==> config.mk <==
export PLATFORM = sky130hd
export DESIGN_NAME = shpc_top
export DESIGN_NICKNAME = d
export VERILOG_FILES = /design/src/common/shpc_pkg.sv /design/src/hdl/shpc_top.sv
export VERILOG_INCLUDE_DIRS = /design/src /design/src/common
export SDC_FILE = /design/constraint.sdc
export NUM_CORES = 1
export LEC_CHECK = 0
export ABC_CLOCK_PERIOD_IN_PS = 12300
export BUFFER_PORTS_ARGS = -buffer_cell sky130_fd_sc_hd__buf_4
export CORE_AREA = 3 3 100 102
export CTS_CLUSTER_SIZE = 14
export DETAILED_ROUTE_END_ITERATION = 12
export DIE_AREA = 0 0 103 105
export PLACE_DENSITY = 0.8
export SLEW_MARGIN = 20
export SYNTH_ARGS = -nofsm -noshare
export SYNTH_HDL_FRONTEND = slang
export SYNTH_SLANG_ARGS = --single-unit
==> constraint.sdc <==
create_clock -name i_core_clk -period 12.3 [get_ports i_core_clk]
set_input_delay 1.23 -clock i_core_clk [delete_from_list [all_inputs] [get_ports i_core_clk]]
set_output_delay 1.23 -clock i_core_clk [all_outputs]
set_load 0.03 [all_outputs]
==> src/common/shpc_map.svh <==
`ifndef SHPC_MAP_SVH
`define SHPC_MAP_SVH

// ==========================================
// Register offsets
`define SHPC_OFS_CTRL 8'h00
`define SHPC_OFS_PRIO1 8'h04
`define SHPC_OFS_PRIO2 8'h08
`define SHPC_OFS_PRIO3 8'h0c
`define SHPC_OFS_HCS 8'h10
`define SHPC_OFS_IRQ_STAT 8'h14
`define SHPC_OFS_IRQ_MASK 8'h18

// ==========================================
// Implemented bits and reset value
`define SHPC_MASK_CTRL 32'h0000000b
`define SHPC_MASK_PRIO1 32'h00f0f0f0
`define SHPC_MASK_PRIO2 32'hf0000000
`define SHPC_MASK_PRIO3 32'hf0f00000
`define SHPC_MASK_HCS 32'h0007fd8b
`define SHPC_MASK_IRQ 32'h0000000f
`define SHPC_RESET 32'h00000000

// ==========================================
// Field positions
`define SHPC_BIT_NESTED 0
`define SHPC_BIT_UNPRIV 1
`define SHPC_BIT_TRAP 3
`define SHPC_BIT_USG_EN 18
`define SHPC_BIT_BUS_EN 17
`define SHPC_BIT_MEM_EN 16
`define SHPC_BIT_SVC_PEND 15
`define SHPC_BIT_BUS_PEND 14
`define SHPC_BIT_MEM_PEND 13
`define SHPC_BIT_USG_PEND 12
`define SHPC_BIT_IRQ_ESC 0
`define SHPC_BIT_IRQ_UNAL 1
`define SHPC_BIT_IRQ_DENY 2
`define SHPC_BIT_IRQ_THR 3
`endif

==> src/common/shpc_pkg.sv <==
package shpc_pkg;
  typedef enum logic [1:0] {
    SHPC_SZ_BYTE = 2'b00,
    SHPC_SZ_HALF = 2'b01,
    SHPC_SZ_WORD = 2'b10,
    SHPC_SZ_DWORD = 2'b11
  } shpc_size_t;
  typedef enum logic [3:0] {
    SHPC_EXC_MEM = 4'h4,
    SHPC_EXC_BUS = 4'h5,
    SHPC_EXC_USG = 4'h6,
    SHPC_EXC_SVC = 4'hb,
    SHPC_EXC_MON = 4'hc,
    SHPC_EXC_PSV = 4'he,
    SHPC_EXC_TICK = 4'hf
  } shpc_exc_t;
endpackage : shpc_pkg

==> src/hdl/shpc_top.sv <==
// Added by the designer: the register addresses and strobed register access.
`include "shpc_map.svh"

module shpc_top (
  input wire logic i_core_clk,
  input wire logic i_rstn,
  input wire logic [7:0] i_addr,
  input wire logic [31:0] i_wdata,
  input wire logic [3:0] i_byte_en,
  input wire logic i_wr,
  input wire logic i_rd,
  output logic [31:0] o_rdata,
  input wire logic i_acc_valid,
  input wire shpc_pkg::shpc_size_t i_acc_size,
  input wire logic [1:0] i_acc_addr_lo,
  input wire logic i_acc_multi,
  input wire logic i_trig_req,
  input wire logic i_trig_unpriv,
  output logic o_trig_allow,
  output logic o_trig_deny,
  input wire logic i_ret_req,
  input wire logic i_ret_to_thread,
  input wire logic i_ret_others_active,
  output logic o_ret_ok,
  output logic o_ret_fault,
  input wire logic i_fault_mem,
  input wire logic i_fault_bus,
  input wire logic i_fault_usg,
  input wire logic i_svc_call,
  output logic o_usage_fault,
  output logic o_hard_fault,
  input wire logic i_exc_enter,
  input wire shpc_pkg::shpc_exc_t i_enter_num,
  input wire logic i_exc_exit,
  input wire shpc_pkg::shpc_exc_t i_exit_num,
  input wire logic [2:0] i_prigroup,
  input wire logic [7:0] i_cur_prio,
  output logic o_preempt_req,
  output logic [3:0] o_preempt_num,
  output logic o_irq
);
  import shpc_pkg::*;

  // ==========================================
  // Helpers
  function automatic logic [31:0] lane_mask(input logic [3:0] be);
    lane_mask = {{8{be[3]}}, {8{be[2]}}, {8{be[1]}}, {8{be[0]}}};
  endfunction : lane_mask

  function automatic logic [31:0] merge(input logic [31:0] old,
                                        input logic [31:0] wd,
                                        input logic [3:0] be,
                                        input logic [31:0] impl);
    logic [31:0] m;
    m = lane_mask(be) & impl;
    merge = (old & ~m) | (wd & m);
  endfunction : merge

  // Only bits that are group priority take part
  function automatic logic [7:0] group_of(input logic [7:0] prio,
                                          input logic [2:0] pg);
    logic [7:0] m;
    m = 8'hff << ({1'b0, pg} + 4'h1);
    group_of = prio & m;
  endfunction : group_of

  function automatic logic [4:0] act_bit(input shpc_exc_t n);
    act_bit = 5'h1f;
    unique case (n)
      SHPC_EXC_MEM: act_bit = 5'h00;
      SHPC_EXC_BUS: act_bit = 5'h01;
      SHPC_EXC_USG: act_bit = 5'h03;
      SHPC_EXC_SVC: act_bit = 5'h07;
      SHPC_EXC_MON: act_bit = 5'h08;
      SHPC_EXC_PSV: act_bit = 5'h0a;
      SHPC_EXC_TICK: act_bit = 5'h0b;
      default: act_bit = 5'h1f;
    endcase
  endfunction : act_bit

  function automatic logic [4:0] pend_bit(input shpc_exc_t n);
    pend_bit = 5'h1f;
    unique case (n)
      SHPC_EXC_MEM: pend_bit = 5'(`SHPC_BIT_MEM_PEND);
      SHPC_EXC_BUS: pend_bit = 5'(`SHPC_BIT_BUS_PEND);
      SHPC_EXC_USG: pend_bit = 5'(`SHPC_BIT_USG_PEND);
      SHPC_EXC_SVC: pend_bit = 5'(`SHPC_BIT_SVC_PEND);
      default: pend_bit = 5'h1f;
    endcase
  endfunction : pend_bit

  // ==========================================
  // Register decode
  logic wr_ctrl;
  logic wr_prio1;
  logic wr_prio2;
  logic wr_prio3;
  logic wr_hcs;
  logic wr_stat;
  logic wr_mask;

  assign wr_ctrl = i_wr && (i_addr == `SHPC_OFS_CTRL);
  assign wr_prio1 = i_wr && (i_addr == `SHPC_OFS_PRIO1);
  assign wr_prio2 = i_wr && (i_addr == `SHPC_OFS_PRIO2);
  assign wr_prio3 = i_wr && (i_addr == `SHPC_OFS_PRIO3);
  assign wr_hcs = i_wr && (i_addr == `SHPC_OFS_HCS);
  assign wr_stat = i_wr && (i_addr == `SHPC_OFS_IRQ_STAT);
  assign wr_mask = i_wr && (i_addr == `SHPC_OFS_IRQ_MASK);

  logic [31:0] core_ctrl;
  logic [31:0] fault_handler_priority;
  logic [31:0] supervisor_call_priority;
  logic [31:0] tick_and_service_priority;
  logic [31:0] handler_control_state;
  logic [31:0] irq_status;
  logic [31:0] irq_mask;

  // ==========================================
  // Control and priority registers
  always_ff @(posedge i_core_clk)
  begin
    if (!i_rstn)
      core_ctrl <= `SHPC_RESET;
    else if (wr_ctrl)
      core_ctrl <= merge(core_ctrl, i_wdata, i_byte_en, `SHPC_MASK_CTRL);
  end

  // Byte lanes let software touch one field alone
  always_ff @(posedge i_core_clk)
  begin
    if (!i_rstn)
    begin
      fault_handler_priority <= `SHPC_RESET;
      supervisor_call_priority <= `SHPC_RESET;
      tick_and_service_priority <= `SHPC_RESET;
    end
    else
    begin
      if (wr_prio1)
        fault_handler_priority <= merge(fault_handler_priority, i_wdata,
                                        i_byte_en, `SHPC_MASK_PRIO1);
      if (wr_prio2)
        supervisor_call_priority <= merge(supervisor_call_priority, i_wdata,
                                          i_byte_en, `SHPC_MASK_PRIO2);
      if (wr_prio3)
        tick_and_service_priority <= merge(tick_and_service_priority, i_wdata,
                                           i_byte_en, `SHPC_MASK_PRIO3);
    end
  end

  logic trap_en;
  logic unpriv_ok;
  logic nested_ok;
  assign trap_en = core_ctrl[`SHPC_BIT_TRAP];
  assign unpriv_ok = core_ctrl[`SHPC_BIT_UNPRIV];
  assign nested_ok = core_ctrl[`SHPC_BIT_NESTED];

  // ==========================================
  // Unaligned access checking
  logic misaligned;
  logic unal_fault;
  always_comb
  begin
    misaligned = 1'b0;
    unique case (i_acc_size)
      SHPC_SZ_BYTE: misaligned = 1'b0;
      SHPC_SZ_HALF: misaligned = i_acc_addr_lo[0];
      SHPC_SZ_WORD: misaligned = |i_acc_addr_lo;
      SHPC_SZ_DWORD: misaligned = |i_acc_addr_lo;
    endcase
  end

  // Multiple and doubleword transfers ignore the trap setting
  assign unal_fault = i_acc_valid && misaligned &&
                      (i_acc_multi || (i_acc_size == SHPC_SZ_DWORD) ||
                       trap_en);

  // ==========================================
  // Fault routing
  logic mem_en;
  logic bus_en;
  logic usg_en;
  logic usg_event;
  logic escalate;
  assign mem_en = handler_control_state[`SHPC_BIT_MEM_EN];
  assign bus_en = handler_control_state[`SHPC_BIT_BUS_EN];
  assign usg_en = handler_control_state[`SHPC_BIT_USG_EN];
  assign usg_event = i_fault_usg || unal_fault;
  assign escalate = (i_fault_mem && !mem_en) || (i_fault_bus && !bus_en) ||
                    (usg_event && !usg_en);

  always_ff @(posedge i_core_clk)
  begin
    if (!i_rstn)
    begin
      o_usage_fault <= 1'b0;
      o_hard_fault <= 1'b0;
    end
    else
    begin
      o_usage_fault <= unal_fault;
      o_hard_fault <= escalate;
    end
  end

  // ==========================================
  // Handler control and state
  logic [31:0] next_handler_state;
  always_comb
  begin
    next_handler_state = handler_control_state;
    if (wr_hcs)
      next_handler_state = merge(handler_control_state, i_wdata, i_byte_en,
                                 `SHPC_MASK_HCS);
    // Hardware applied last so an event beats a software clear
    if (i_exc_exit && act_bit(i_exit_num) != 5'h1f)
      next_handler_state[act_bit(i_exit_num)] = 1'b0;
    if (i_exc_enter && act_bit(i_enter_num) != 5'h1f)
      next_handler_state[act_bit(i_enter_num)] = 1'b1;
    if (i_exc_enter && pend_bit(i_enter_num) != 5'h1f)
      next_handler_state[pend_bit(i_enter_num)] = 1'b0;
    if (i_fault_mem && mem_en)
      next_handler_state[`SHPC_BIT_MEM_PEND] = 1'b1;
    if (i_fault_bus && bus_en)
      next_handler_state[`SHPC_BIT_BUS_PEND] = 1'b1;
    if (usg_event && usg_en)
      next_handler_state[`SHPC_BIT_USG_PEND] = 1'b1;
    if (i_svc_call)
      next_handler_state[`SHPC_BIT_SVC_PEND] = 1'b1;
  end

  // Active bits are taken as written; the stack is software's problem
  always_ff @(posedge i_core_clk)
  begin
    if (!i_rstn)
      handler_control_state <= `SHPC_RESET;
    else
      handler_control_state <= next_handler_state;
  end

  // ==========================================
  // Software trigger access
  logic trig_deny_ev;
  assign trig_deny_ev = i_trig_req && i_trig_unpriv && !unpriv_ok;

  always_ff @(posedge i_core_clk)
  begin
    if (!i_rstn)
    begin
      o_trig_allow <= 1'b0;
      o_trig_deny <= 1'b0;
    end
    else
    begin
      o_trig_allow <= i_trig_req && (!i_trig_unpriv || unpriv_ok);
      o_trig_deny <= trig_deny_ev;
    end
  end

  // ==========================================
  // Return to thread mode
  logic thr_fault_ev;
  assign thr_fault_ev = i_ret_req && i_ret_to_thread && !nested_ok &&
                        i_ret_others_active;

  always_ff @(posedge i_core_clk)
  begin
    if (!i_rstn)
    begin
      o_ret_ok <= 1'b0;
      o_ret_fault <= 1'b0;
    end
    else
    begin
      o_ret_ok <= i_ret_req && !thr_fault_ev;
      o_ret_fault <= thr_fault_ev;
    end
  end

  // ==========================================
  // Preemption among pending handlers
  logic [3:0] cand_pend;
  logic [7:0] cand_prio [4];
  logic [3:0] cand_num [4];
  logic best_found;
  logic [7:0] best_grp;
  logic [3:0] best_num;

  assign cand_pend[0] = handler_control_state[`SHPC_BIT_MEM_PEND] && mem_en;
  assign cand_pend[1] = handler_control_state[`SHPC_BIT_BUS_PEND] && bus_en;
  assign cand_pend[2] = handler_control_state[`SHPC_BIT_USG_PEND] && usg_en;
  assign cand_pend[3] = handler_control_state[`SHPC_BIT_SVC_PEND];
  assign cand_prio[0] = fault_handler_priority[7:0];
  assign cand_prio[1] = fault_handler_priority[15:8];
  assign cand_prio[2] = fault_handler_priority[23:16];
  assign cand_prio[3] = supervisor_call_priority[31:24];
  assign cand_num[0] = SHPC_EXC_MEM;
  assign cand_num[1] = SHPC_EXC_BUS;
  assign cand_num[2] = SHPC_EXC_USG;
  assign cand_num[3] = SHPC_EXC_SVC;

  // Ties go to the lower exception number
  always_comb
  begin
    best_found = 1'b0;
    best_grp = 8'hff;
    best_num = 4'h0;
    for (int k = 0; k < 4; k++)
    begin
      if (cand_pend[k] &&
          (!best_found || group_of(cand_prio[k], i_prigroup) < best_grp))
      begin
        best_found = 1'b1;
        best_grp = group_of(cand_prio[k], i_prigroup);
        best_num = cand_num[k];
      end
    end
  end

  always_ff @(posedge i_core_clk)
  begin
    if (!i_rstn)
    begin
      o_preempt_req <= 1'b0;
      o_preempt_num <= 4'h0;
    end
    else
    begin
      o_preempt_req <= best_found &&
                       (best_grp < group_of(i_cur_prio, i_prigroup));
      o_preempt_num <= best_num;
    end
  end

  // ==========================================
  // Interrupt status and mask
  logic [31:0] irq_events;
  always_comb
  begin
    irq_events = 32'h0;
    irq_events[`SHPC_BIT_IRQ_ESC] = escalate;
    irq_events[`SHPC_BIT_IRQ_UNAL] = unal_fault;
    irq_events[`SHPC_BIT_IRQ_DENY] = trig_deny_ev;
    irq_events[`SHPC_BIT_IRQ_THR] = thr_fault_ev;
  end

  // Write one to clear; a same-cycle event keeps the bit set
  always_ff @(posedge i_core_clk)
  begin
    if (!i_rstn)
      irq_status <= `SHPC_RESET;
    else if (wr_stat)
      irq_status <= ((irq_status & ~(i_wdata & lane_mask(i_byte_en))) |
                     irq_events) & `SHPC_MASK_IRQ;
    else
      irq_status <= (irq_status | irq_events) & `SHPC_MASK_IRQ;
  end

  always_ff @(posedge i_core_clk)
  begin
    if (!i_rstn)
      irq_mask <= `SHPC_RESET;
    else if (wr_mask)
      irq_mask <= merge(irq_mask, i_wdata, i_byte_en, `SHPC_MASK_IRQ);
  end

  // Irq follows status one cycle late, kept as a flop output
  always_ff @(posedge i_core_clk)
  begin
    if (!i_rstn)
      o_irq <= 1'b0;
    else
      o_irq <= |(irq_status & irq_mask);
  end

  // ==========================================
  // Read path
  logic [31:0] next_rdata;
  always_comb
  begin
    next_rdata = 32'h0;
    if (i_rd)
    begin
      unique case (i_addr)
        `SHPC_OFS_CTRL: next_rdata = core_ctrl;
        `SHPC_OFS_PRIO1: next_rdata = fault_handler_priority;
        `SHPC_OFS_PRIO2: next_rdata = supervisor_call_priority;
        `SHPC_OFS_PRIO3: next_rdata = tick_and_service_priority;
        `SHPC_OFS_HCS: next_rdata = handler_control_state;
        `SHPC_OFS_IRQ_STAT: next_rdata = irq_status;
        `SHPC_OFS_IRQ_MASK: next_rdata = irq_mask;
        default: next_rdata = 32'h0;
      endcase
    end
  end

  // Data stand only in the cycle after the strobe
  always_ff @(posedge i_core_clk)
  begin
    if (!i_rstn)
      o_rdata <= 32'h0;
    else
      o_rdata <= next_rdata;
  end
endmodule : shpc_top

======== Yosys cells after proc, flatten, opt, wreduce, memory -nomap -nowiden ========
Index checks and enable logic that the tools add are counted.
storage, ports and cells
  register bits after elaboration ......... 240
  input port bits ......................... 84
  output and inout port bits .............. 44
  word-level logic and storage cells ...... 193
cells by class
  add/sub/neg operators ................... 1
  $lt $le $gt $ge ......................... 10
  equal/unequal tests ..................... 26
  shift operators ......................... 1
  muxes and demuxes ....................... 35
  bitwise logic cells ..................... 41
  reduce and logical (&&, ||, !) cells .... 61
operators by type and width
  cell                  count
  $and A32 B32 Y32      10
  $or A32 B32 Y32       7
  $pmux W32 S7          1
  $mux W32              4
  $not A32 Y32          4
  $pmux W5 S7           2
  $and A32 B4 Y32       2
  $not A4 Y32           2
  $and A8 B8 Y8         5
  $logic_and A1 B1 Y1   35
  $and A32 B19 Y32      1
  $and A32 B24 Y32      1
  $and A4 B32 Y32       1
  $eq A4 B4 Y1 const B  8
  $lt A8 B8 Y1          4
  $mux W8               4
  $not A19 Y32          1
  $not A24 Y32          1
  $reduce_or A32 Y1     1
  $eq A4 B3 Y1 const B  6
  $eq A8 B5 Y1 const B  3
  $pmux W5 S4           1
  $lt A5 B6 Y1 const B  3
  $eq A8 B4 Y1 const B  2
  23 further kinds      66

======== Depth between registers and ports, before layout ========
Gate-level depths: netlist (run 1).
  depth after elaboration ................. 18
  gate-level depth with buffers ........... 29
  gate-level depth less buffers ........... 29

======== Worst setup path after synthesis (run 1) ========
OpenSTA, ideal clock, no wires.
  kind .................................... input port to flip-flop
  start ................................... input port i_prigroup[0]
  end ..................................... register o_preempt_req
  arrival time ............................ 6.448 ns
  data required time ...................... 12.226 ns
  path slack .............................. 5.778 ns
  cell stages on the path ................. 26
  buffers on the path ..................... 0
  cells stage by stage .................... ha_1 > inv_1 > ha_1 > inv_1 > a21boi_0 > a21oi_1 > ha_1 > a211o_1 > or2_2 > a22o_1 > ha_1 > o211a_1 > o211ai_1 > nand2_1 > mux2_2 > ha_1 > o211ai_1 > nand4b_1 > nand2_1 > nor2_1 > a221o_1 > ha_1 > and4_1 > a211oi_1 > nand3b_1 > a31oi_1
on the way
  word-level cells in the longest chain between the ends .. 18
ends and longest elaborated chain
  what                                                     RTL line         RTL
  start: declaration                                       shpc_top.sv:36   input wire logic [2:0] i_prigroup,
  $add A3 B1 Y4 *                                          shpc_top.sv:63   m = 8'hff << ({1'b0, pg} + 4'h1);
  $shl A8 B4 Y8 *                                          shpc_top.sv:63
  $and A8 B8 Y8                                            shpc_top.sv:64   group_of = prio & m;
  $mux W8                                                  shpc_top.sv:310  if (cand_pend[k] &&
  $lt A8 B8 Y1                                             shpc_top.sv:311  (!best_found || group_of(cand_prio[k], i_prigroup) < best_grp))
  $logic_or A1 B1 Y1                                       shpc_top.sv:311
  $logic_and A1 B1 Y1                                      shpc_top.sv:310
  $mux W8 / $mux W1 (equally long branches)                shpc_top.sv:310
  (+2 left out)                                            -
  $logic_and A1 B1 Y1                                      shpc_top.sv:310
  $mux W8 / $mux W1 (equally long branches)                shpc_top.sv:310
  $lt A8 B8 Y1 / $logic_not A1 Y1 (equally long branches)  shpc_top.sv:311
  $logic_or A1 B1 Y1                                       shpc_top.sv:311
  $logic_and A1 B1 Y1                                      shpc_top.sv:310
  $mux W8                                                  shpc_top.sv:310
  $lt A8 B8 Y1                                             shpc_top.sv:330  (best_grp < group_of(i_cur_prio, i_prigroup));
  $logic_and A1 B1 Y1 *                                    shpc_top.sv:329  o_preempt_req <= best_found &&
  end signal: assignment                                   shpc_top.sv:329
  end: declaration                                         shpc_top.sv:38   output logic o_preempt_req,
Every way passes the cells marked *; elsewhere a longest branch is shown, timed or not.
A chain may end at the register's enable or synchronous reset.

======== Final worst setup path (run 1) ========
Same ends and word-level chain as after synthesis.

==> results of run 1 <==
## critical path, stage by stage
cell and delay, ns:
buf_4 0.10, ha_1 0.17, inv_1 0.05, ha_1 0.34, inv_1 0.05, a21boi_0 0.51, a21oi_1 0.19, ha_1 0.31
o211ai_1 0.10, nor2_1 0.08, or2_2 0.32, a22o_1 0.28, ha_1 0.31, a21o_1 0.19, o211ai_1 0.24, nand2_1 0.24
mux2_2 0.34, ha_1 0.29, a21oi_1 0.16, nand4b_1 0.13, nand2_1 0.22, nor2_1 0.07, a221o_1 0.37, ha_1 0.31
and4_1 0.22, a211oi_1 0.26, nand3b_1 0.11, a31oi_1 0.14
## final cells by class
| cell class | instances | area (sq um) | area share [%] |
|---|---|---|---|
| Sequential cell | 111 | 2222 | 36.13 |
| Inverter | 17 | 63.81 | 1.038 |
| Clock inverter | 5 | 63.81 | 1.038 |
| Tap cell | 111 | 138.9 | 2.258 |
| Timing Repair Buffer | 124 | 930.9 | 15.14 |
| Multi-Input combinational cell | 369 | 2579 | 41.93 |
| Clock buffer | 11 | 151.4 | 2.462 |
## per-stage QoR
step	setup WS (ns)	cell area (sq um)
after global placement	5.114	5934
after CTS	5.286	6150
after floorplan	5.778	4979
after global routing	4.717	6150
after detailed placement	4.929	5934
final	5.260	6150
## cells in the mapped netlist (2+ instances only)
| library cell | instances | share of area, % |
|---|---|---|
| ha_1 | 23 | 5.8 |
| nor3_1 | 8 | 0.80 |
| buf_6 | 3 | 0.68 |
| a31o_2 | 2 | 0.35 |
| nand2b_1 | 3 | 0.38 |
| nand3_1 | 7 | 0.70 |
| nor2b_1 | 3 | 0.38 |
| o21a_1 | 5 | 0.75 |
| and3_1 | 7 | 0.88 |
| nand4b_1 | 4 | 0.70 |
| dfxtp_1 | 111 | 45 |
| or3_1 | 2 | 0.25 |
| a21oi_1 | 21 | 2.1 |
| o22ai_1 | 2 | 0.25 |
| mux2_2 | 12 | 2.7 |
| a21o_1 | 3 | 0.45 |
| mux2i_1 | 42 | 8.4 |
| a22oi_1 | 19 | 2.9 |
| or3b_2 | 2 | 0.35 |
| a222oi_1 | 5 | 1.0 |
| o221ai_1 | 4 | 0.70 |
| clkbuf_1 | 16 | 1.2 |
| nand2_1 | 37 | 2.8 |
| nor3b_1 | 3 | 0.45 |
| nor2_1 | 71 | 5.4 |
| nand3b_1 | 2 | 0.30 |
| o211ai_1 | 3 | 0.45 |
| o21ai_0 | 4 | 0.40 |
| nor4_4 | 5 | 2.1 |
| a22o_1 | 7 | 1.2 |
| buf_2 | 4 | 0.40 |
| and2_1 | 39 | 4.9 |
| inv_1 | 16 | 1.2 |
| nand4_1 | 5 | 0.63 |
| a31oi_1 | 2 | 0.25 |
## cell families after synthesis
group	after synthesis	share of synthesized area, %
AOI/OAI and AO/OA	89	12.84
muxes	55	11.38
and+or+nand+nor	202	21.69
DFF	111	44.63
buffers and inverters	41	3.669
adders and majority gates	23	5.780
## power by group
part	total [mW]	leakage [nW]	internal (mW)	switching, mW
clock	0.230	0.111	0.107	0.123
combinational	0.0644	1.70	0.0301	0.0343
sequential	0.365	0.897	0.363	0.00214
## path summary, 6_finish.rpt
kind,startpoint,endpoint,slack (ns),cells past startpoint
hold reg to reg,handler_control_state[24],o_rdata[24],0.46,1
setup reg to reg,handler_control_state[16],o_preempt_req,6.54,23
hold / removal,handler_control_state[24],o_rdata[24],0.46,1
setup / recovery,i_prigroup[0],o_preempt_req,5.26,28
## routing by layer
layer  up-vias  wire length, um  share of wire [%]  track usage, %
met5         -                0                  0               0
met4         0              197                1.5           7.401
met3        19              754                5.9           5.941
met2       138             6365                 50           40.24
met1      2050             5422                 43           30.51
li1       2072                -                  -               -
==> metrics.md, run 1 <==
| Metric | Value |
|---|---|
| Outcome | completed |
| Area grow syn2layout | 23.52% |
| Layout fillers | approximately 770 |
| Clock buffer depth | 2 |
| Setup bufs post-CTS | 0 |
| Drt first pass iters | 5 |
| Total power | 0.6595 mW |
| Post-CTS resize count | 0 |
| Initial DRC count | approximately 230 |
| # IOs | 128 |
| RSZ-0062 raised after global routing | no |
| Via count | 4279 |
| Post-route ant nets | 0 |
| Synth Register Bits | 111 |
| Syn nets | 628 |
| Initial antenna violation count | 0 |
| Worst slew pin tran | 1.101 ns |
| Total grt overflow | 0 |
| Clock Skew | about 0.015 ns |
| Global-route wire length before repair | 20650 um |
| Final Non-Filler Cells | 748 |
| Commonest non-fill, non-tap cell in the layout | buf_4 |
| Initial Utilization | 54.14% |
| Power per standard cell area | 107.2 nW/um^2 |
| EDFF count, synth | 0 |
| Most frequent cells in the layout | buf_4 (124), dfxtp_1 (111), nor2_1 (71) |
| Port-buffer cells | 121 |
| CTS root buf | clkbuf_8 |
| Die area | 10820 sq um |
| CTS H-tree lvls | 3 |
| Maximum number of pins on one net before global-route repair | 45 |
| Overall global routing resource usage | about a quarter |
| CTS Sinks | 111 |
| Crit Path Max Fanout | 8 |
| TritonCTS Buffers | 9 |
| LEAKAGE | 2.707 nW |
| Placed cell count | 732 |
| Final setup vio count | 0 |
| Wire per inst | 17.03 um |
| Worst skew pair latency | 0.37 ns |
| Arrival time at the worst endpoint | between 7 and 8 ns |
| Detailed placement HPWL | 9613 um |
| # rows | 35 |
| Max Cap Violations | 0 |
| Synthesized cell area | roughly 5000 sq um |
| Setup TNS | 0 ns |
| Max-slew violation total from the final report | 0 |
| Final min period | 7.040 ns |
| Critical Path Start Type | primary input |
| Number of distinct library cells after synthesis | 54 |
| Clk slew on worst S/H paths | 0.10 ns |
| Main synth FF type | dfxtp_1 |
| Yosys Warn Count | 0 |
| Max Fclk | 142.0 MHz |
| TritonCTS clock tree | built |
| Routed WL | 12740 um |
| Nets | between 700 and 800 |
| Syn avg cell area | between 9 and 10 sq um |
| Critical path class | in -> reg |
| Final GP Congestion | 0.8771 |
| Share of cells above drive strength 1 | 25.75% |
| Final hold violation count | 0 |
| Die Y | 105 um |
| Final period util | 57.24% |
| Detail-routed via count per cell | ~5.7 |
| Worst endpoint required time | around 13 ns |
| Hold-fix buffers, CTS | 0 |
| VDD IR max | 0.05317 mV |
| Max-slew headroom | around a quarter |
| DRC Markers | 0 |
| Antenna Cells | 0 |
| Core area | 9196 sq um |
| DIE WIDTH | 103 um |
| Number of global-route vias before repair | 4261 |
| Hold WS | 0.4593 ns |
| Layout Utilization | between 60% and 70% |
| HP Class | reg -> reg |
| Sequential share of the synthesized area | 44.63% |
| Cell count after synthesis | 521 |
| Async set-or-reset flop fraction in the synthesized netlist | 0% |
| Crit. End Element | register |
No activity file was read; power rests on OpenSTA's default activity.
==> inputs of run 2 (changes only) <==
--- a/config.mk
+++ b/config.mk
@@ -6,13 +6,14 @@
 export SDC_FILE = /design/constraint.sdc
 export NUM_CORES = 1
 export LEC_CHECK = 0
-export ABC_CLOCK_PERIOD_IN_PS = 12300
+export ABC_AREA = 1
+export ABC_CLOCK_PERIOD_IN_PS = 6100
 export BUFFER_PORTS_ARGS = -buffer_cell sky130_fd_sc_hd__buf_4
-export CORE_AREA = 3 3 100 102
+export CORE_AREA = 3 3 108 110
 export CTS_CLUSTER_SIZE = 14
 export DETAILED_ROUTE_END_ITERATION = 12
-export DIE_AREA = 0 0 103 105
-export PLACE_DENSITY = 0.8
+export DIE_AREA = 0 0 111 113
+export PLACE_DENSITY = 0.75
 export SLEW_MARGIN = 20
 export SYNTH_ARGS = -nofsm -noshare
 export SYNTH_HDL_FRONTEND = slang
==> constraint.sdc (replaced) <==
create_clock -name i_core_clk -period 6.1 [get_ports i_core_clk]
set_input_delay 0.61 -clock i_core_clk [delete_from_list [all_inputs] [get_ports i_core_clk]]
set_output_delay 0.61 -clock i_core_clk [all_outputs]
set_load 0.03 [all_outputs]
==> run 2 against run 1 <==
Compared with the run above: routed wire length up 8.7%; global-route usage decreased by 2.2 points; first-iteration DRC count rose by 31%; critical path type unchanged; critical endpoint unchanged.
==> metrics.md, run 2 <==
| Metric | Value |
|---|---|
| Outcome | completed |
| Post-route ant nets | 0 |
| Antenna Cells | 0 |
| CTS Sinks | 111 |
| Clock buffer depth | 2 |
| Arrival time at the worst endpoint | 5.72 ns |
| Synthesized cell area | 5165 sq um |
| Crit Path Max Fanout | 6 |
| WL met2 | 6483 um |
| RSZ-0062 raised after global routing | no |
| Number of distinct library cells after synthesis | 32 |
| Hold WS | 0.4300 ns |
| Net Sw Power | 0.3220 mW |
| Die Y | 113 um |
| Clock Skew | 0.009014 ns |
| Async set-or-reset flop fraction in the synthesized netlist | 0% |
| Final hold violation count | 0 |
| Syn nets | roughly 840 |
| Worst path top cell family by delay | simple AND/OR/NAND/NOR gates |
| Main synth FF type | dfxtp_1 |
| Maximum number of pins on one net before global-route repair | 61 |
| Syn avg cell area | ~7.1 sq um |
| Max-slew violation total from the final report | 0 |
| Cell internal pwr | between 0.9 and 1 mW |
| Detailed placement HPWL | about 11000 um |
| TritonCTS clock tree | built |
| Final Non-Filler Cells | 1000 |
| Hold-fix buffers, CTS | 0 |
| Max Cap Violations | 0 |
| Synth top area cells | dfxtp_1 (43%), nand2_1 (11%), inv_1 (9.0%), a21oi_1 (6.7%), ha_1 (5.6%) |
| Crit. End Element | register |
| Share of cells above drive strength 1 | 17.91% |
| Clk slew on worst S/H paths | 0.10 ns |
| Most frequent cells in the layout | nand2_1 (155), buf_4 (127), inv_1 (124) |
| Total grt overflow | 0 |
| Switching fraction of total power | 25.53% |
| Synth area leader | dfxtp_1 |
| Die area | 12540 sq um |
| Critical Path Most Common Cell | nand2_1 |
| Critical path depth | 40 |
| Worst skew pair latency | 0.38 ns |
| Setup bufs post-CTS | 0 |
| Placed cell count | 984 |
| Via count | 5058 |
| Cell count after synthesis | 730 |
| CTS root buf | clkbuf_8 |
| Post-CTS resize count | 0 |
| Final period util | 88.67% |
| DRC Markers | 0 |
| Final setup vio count | 0 |
| Power per standard cell area | 197.2 nW/um^2 |
| WP buf/inv | 7 |
| Worst hold stages | 2 |
| Crit-path slowest cell | ha_1 |
| Worst R2R Path Depth | 36 |
| Port-buffer cells | 121 |
| Critical Path Start Type | primary input |
| CTS H-tree lvls | 3 |
| Max Fclk | between 150 and 200 MHz |
| # IOs | 128 |
| Synth Register Bits | 111 |
| Number of global-route vias before repair | 4946 |
| TritonCTS Buffers | 9 |
| Crit path largest cell delay | 0.31 ns |
| LEAKAGE | 3.216 nW |
| Detail-routed via count per cell | 5.058 |
| Drt first pass iters | 5 |
| Initial antenna violation count | 0 |
| Core area | 10790 sq um |
| WL met1 | around 6200 um |
| Worst slew pin tran | between 0.7 and 0.8 ns |
| Worst endpoint required time | 6.41 ns |
| Max-slew headroom | about half |
| Post-synth top area share | 43.02% |
| Commonest non-fill, non-tap cell in the layout | nand2_1 |
| Setup TNS | 0 ns |
| Met3 wire len | 818 um |
| DIE WIDTH | 111 um |
| Reg power frac | 58.2% |
| # rows | 38 |
| Clk pwr share | between 30 and 40% |
| Logic pwr share | 11.0% |
| Overall global routing resource usage | 22.02% |
| Total power | 1.261 mW |
| Final GP Congestion | slightly above 0.9 |
| Max layer used | met4 |
| Routed WL | roughly 14000 um |
| Yosys Warn Count | 0 |
| Most instantiated cells after synthesis | nand2_1 (155), inv_1 (124), dfxtp_1 (111) |
| Initial DRC count | 298 |
| Global-route wire length before repair | 22610 um |
| Nets | 962 |
| Sequential share of the synthesized area | 43.02% |
| Area grow syn2layout | 23.84% |
| Wire per inst | between 10 and 15 um |
| Top-count cell post-synth | nand2_1 |
| Final min period | 5.409 ns |
| EDFF count, synth | 0 |
| HP Class | reg -> reg |
| Critical path class | in -> reg |
| Initial Utilization | 47.86% |
| VDD IR max | around 0.12 mV |
run 2: changes by cell type in the layout (fill, tap and decap cells not counted), sizes merged, moves of 6 or more:
cell   delta
a21oi    +48
a22o      -6
a22oi    -15
and2     -39
and3      -6
inv     +110
mux2     -13
mux2i    -42
nand2   +121
nand3    +45
nor3      +7
o21ai    +49
run 2: per-layer routing:
layer	GRT usage [%]	vias to the layer above
met5	0	-
met4	8.292	0
met3	4.973	26
met2	37.18	155
met1	27.62	2284
li1	-	2593
run 2: power groups by stage:
stage / registers, mW / logic [mW] / clock network [mW]
finish: 0.734 / 0.139 / 0.388
detailed placement: 0.751 / 0.138 / 0
CTS: 0.734 / 0.138 / 0.397
global route: 0.735 / 0.155 / 0.427
floorplan: 0.757 / 0.0594 / 0
global placement: 0.751 / 0.133 / 0
run 2: cell type report:
cell class,instances,area [sq um]
Fill cell,1038,4397
Clock buffer,12,135.1
Timing Repair Buffer,127,953.4
Sequential cell,111,2222
Multi-Input combinational cell,476,2400
Clock inverter,4,22.52
Tap cell,140,175.2
Inverter,130,488.0
run 2: through the flow:
stage               area (sq um)  utilization (%)  setup WS (ns)
floorplan                   5165                -         0.9410
detailed placement          6238            57.80         0.3802
CTS                         6396            59.26         0.7596
finish                      6396            59.26         0.6911
global route                6396            59.26         0.1362
global placement            6238            57.80         0.5274
run 2: cell families after synthesis:
logic type               count (synthesis)  synth area share [%]
buffers and inverters                  143                 10.51
flip-flops                             111                 43.02
adder cells (fa/ha/maj)                 23                 5.572
AO/OA/AOI/OAI                          143                 14.92
AND/OR/NAND/NOR                        310                 25.97
run 2: path summary, 6_finish.rpt:
kind | startpoint | to | slack [ns]
setup reg to reg | handler_control_state[16] | o_preempt_req | 1.32
hold / removal | handler_control_state[28] | handler_control_state[28] | 0.43
setup / recovery | i_prigroup[0] | o_preempt_req | 0.69
hold reg to reg | handler_control_state[28] | handler_control_state[28] | 0.43
run 2: worst reg2reg max path, delay by kind of cell (launching register included):
family,cells,cell delay [ns]
simple gates,20,1.90
fa+ha+maj,4,1.07
compound gates,7,0.98
flops,1,0.37
buf+inv,5,0.41
==> inputs of run 3 (changes only) <==
--- a/config.mk
+++ b/config.mk
@@ -9,10 +9,10 @@
 export ABC_AREA = 1
 export ABC_CLOCK_PERIOD_IN_PS = 6100
 export BUFFER_PORTS_ARGS = -buffer_cell sky130_fd_sc_hd__buf_4
-export CORE_AREA = 3 3 108 110
+export CORE_AREA = 5 5 110 112
 export CTS_CLUSTER_SIZE = 14
 export DETAILED_ROUTE_END_ITERATION = 12
-export DIE_AREA = 0 0 111 113
+export DIE_AREA = 0 0 115 117
 export PLACE_DENSITY = 0.75
 export SLEW_MARGIN = 20
 export SYNTH_ARGS = -nofsm -noshare
==> run 3 against run 2 <==
Compared with the run above: die area is 7.3% higher; routed wire length is 1.6% lower; global-route usage is 1.5 points lower; via count is 0.93% lower; setup slack better by 0.052 ns; sequential power hardly changed; maximum frequency is 0.97% higher; critical endpoint unchanged; highest routed layer unchanged.
==> metrics.md, run 3 (synthesized netlist as in run 2, its figures left out) <==
| Metric | Value |
|---|---|
| Reg power frac | 48.5% |
| Initial Utilization | 46.42% |
| Setup TNS | 0 ns |
| TritonCTS Buffers | 9 |
| Area grow syn2layout | 27.35% |
| Power per standard cell area | about 230 nW/um^2 |
| DRC Markers | 0 |
| Crit path largest cell delay | 0.30 ns |
| Dpl cell area | around 6200 sq um |
| RSZ-0062 raised after global routing | no |
| Initial antenna violation count | 0 |
| Arrival time at the worst endpoint | around 5.6 ns |
| Worst hold stages | 2 |
| Clock Skew | 0.007185 ns |
| Switching fraction of total power | 23.51% |
| Post-route ant nets | 0 |
| Final period util | 87.82% |
| Net Sw Power | 0.3560 mW |
| Routed WL | 13640 um |
| Port-buffer cells | 121 |
| Detail-routed via count per cell | 4.991 |
| Max-slew headroom | between 50% and 60% |
| Clock buffer depth | 2 |
| Clk slew on worst S/H paths | 0.07 ns |
| Worst slew pin tran | roughly 0.74 ns |
| Final hold violation count | 0 |
| Core area | ~11000 sq um |
| Crit Path Max Fanout | 6 |
| Die Y | 117 um |
| Antenna Cells | 0 |
| CTS Sinks | 111 |
| Final GP Congestion | around 0.95 |
| Detailed placement HPWL | 10490 um |
| CTS root buf | clkbuf_16 |
| Post-CTS resize count | 0 |
| Final setup vio count | 0 |
| Initial DRC count | 273 |
| # rows | 39 |
| CTS H-tree lvls | 3 |
| Overall global routing resource usage | 20.48% |
| Final min period | 5.357 ns |
| Max Fclk | 186.7 MHz |
| Hold-fix buffers, CTS | 0 |
| Most frequent cells in the layout | nand2_1 (155), buf_4 (128), inv_1 (124) |
| Total grt overflow | 0 |
| Layout Utilization | between 50% and 60% |
| Critical path class | in -> reg |
| Number of global-route vias before repair | 4655 |
| Final instance area | between 6000 and 7000 sq um |
| Drt first pass iters | 5 |
| Worst path top cell family by delay | simple AND/OR/NAND/NOR gates |
| DP Worst Slack | 0.4287 ns |
| Nets | 963 |
| Worst R2R Path Depth | 37 |
| Worst R2R Start | handler_control_state[13] |
| End of the worst register-to-register path | o_preempt_req |
| Via count | about 5000 |
| Clk pwr share | approximately 42% |
| Logic pwr share | 9.1% |
| Global-route wire length before repair | 21950 um |
| Critical Path Start Type | primary input |
| LEAKAGE | roughly 3.3 nW |
| Slack of the critical path | 0.7430 ns |
| HP Class | reg -> reg |
| R2r setup slk | 1.36 ns |
| Crit. End Element | register |
| # IOs | roughly 130 |
| Max-slew violation total from the final report | 0 |
| Cell internal pwr | 1.158 mW |
| Share of cells above drive strength 1 | 18.35% |
| WHS Endpoint | handler_control_state[24] |
| Worst skew pair latency | between 0.3 and 0.4 ns |
| Crit-path slowest cell | ha_1 |
| DIE WIDTH | about 120 um |
| Wire per inst | roughly 14 um |
| Setup bufs post-CTS | 0 |
| Critical Path Most Common Cell | nand2_1 |
| Layout fillers | 1052 |
| Die area | 13460 sq um |
| Commonest non-fill, non-tap cell in the layout | nand2_1 |
| Hold Path Origin | handler_control_state[24] |
| VDD IR max | 0.1312 mV |
| TritonCTS clock tree | built |
| Max Cap Violations | 0 |
| Hold WS | 0.4255 ns |
| WP buf/inv | 7 |
| Outcome | completed |
| Maximum number of pins on one net before global-route repair | 61 |
| Worst endpoint required time | 6.31 ns |
[run 3: how the worst max path moves through the flow]
stage / from / end / slack, ns / cells after the start
floorplan: i_prigroup[0] / o_preempt_req / 0.94 / 38
global placement: i_prigroup[0] / o_preempt_req / 0.49 / 41
global route: i_prigroup[0] / o_preempt_req / 0.27 / 40
CTS: i_prigroup[0] / o_preempt_req / 0.76 / 40
finish: i_prigroup[0] / o_preempt_req / 0.74 / 41
detailed placement: i_prigroup[0] / o_preempt_req / 0.43 / 40
[run 3: tightest hold or removal path, stage by stage, from the launching register on]
cell	delay, ns
dfxtp_1	0.31
nand2_1	0.05
inv_1	0.03
[run 3: layer usage]
metal	share of wire (%)	track usage, %	routed length (um)	vias to the layer above
met1	45	26.61	6131	2241
met4	1.9	7.121	262	0
met2	46	33.76	6263	152
li1	-	-	-	2596
met3	7.2	4.524	978	22
met5	0	0	0	-
[run 3: power by group through the flow]
stage,Sequential (mW),Combinational [mW],Clock [mW]
floorplan,0.757,0.0594,0
global placement,0.751,0.136,0
detailed placement,0.751,0.137,0
CTS,0.734,0.138,0.654
global route,0.735,0.153,0.683
finish,0.734,0.138,0.642
[run 3: per-stage QoR]
step | instances | power (mW)
3_5_place_dp | 988 | 0.8885
2_1_floorplan | 730 | 0.8160
6_report | 1004 | 1.514
5_1_grt | 1004 | 1.570
4_1_cts | 1004 | 1.526
3_3_place_gp | 988 | 0.8870
[run 3: final cells by class]
cell class,instances,area [sq um],area share (%)
Clock inverter,7,102.6,1.560
Timing Repair Buffer,128,960.9,14.61
Inverter,130,488.0,7.419
Sequential cell,111,2222,33.78
Clock buffer,9,225.2,3.424
Tap cell,143,178.9,2.720
Multi-Input combinational cell,476,2400,36.48
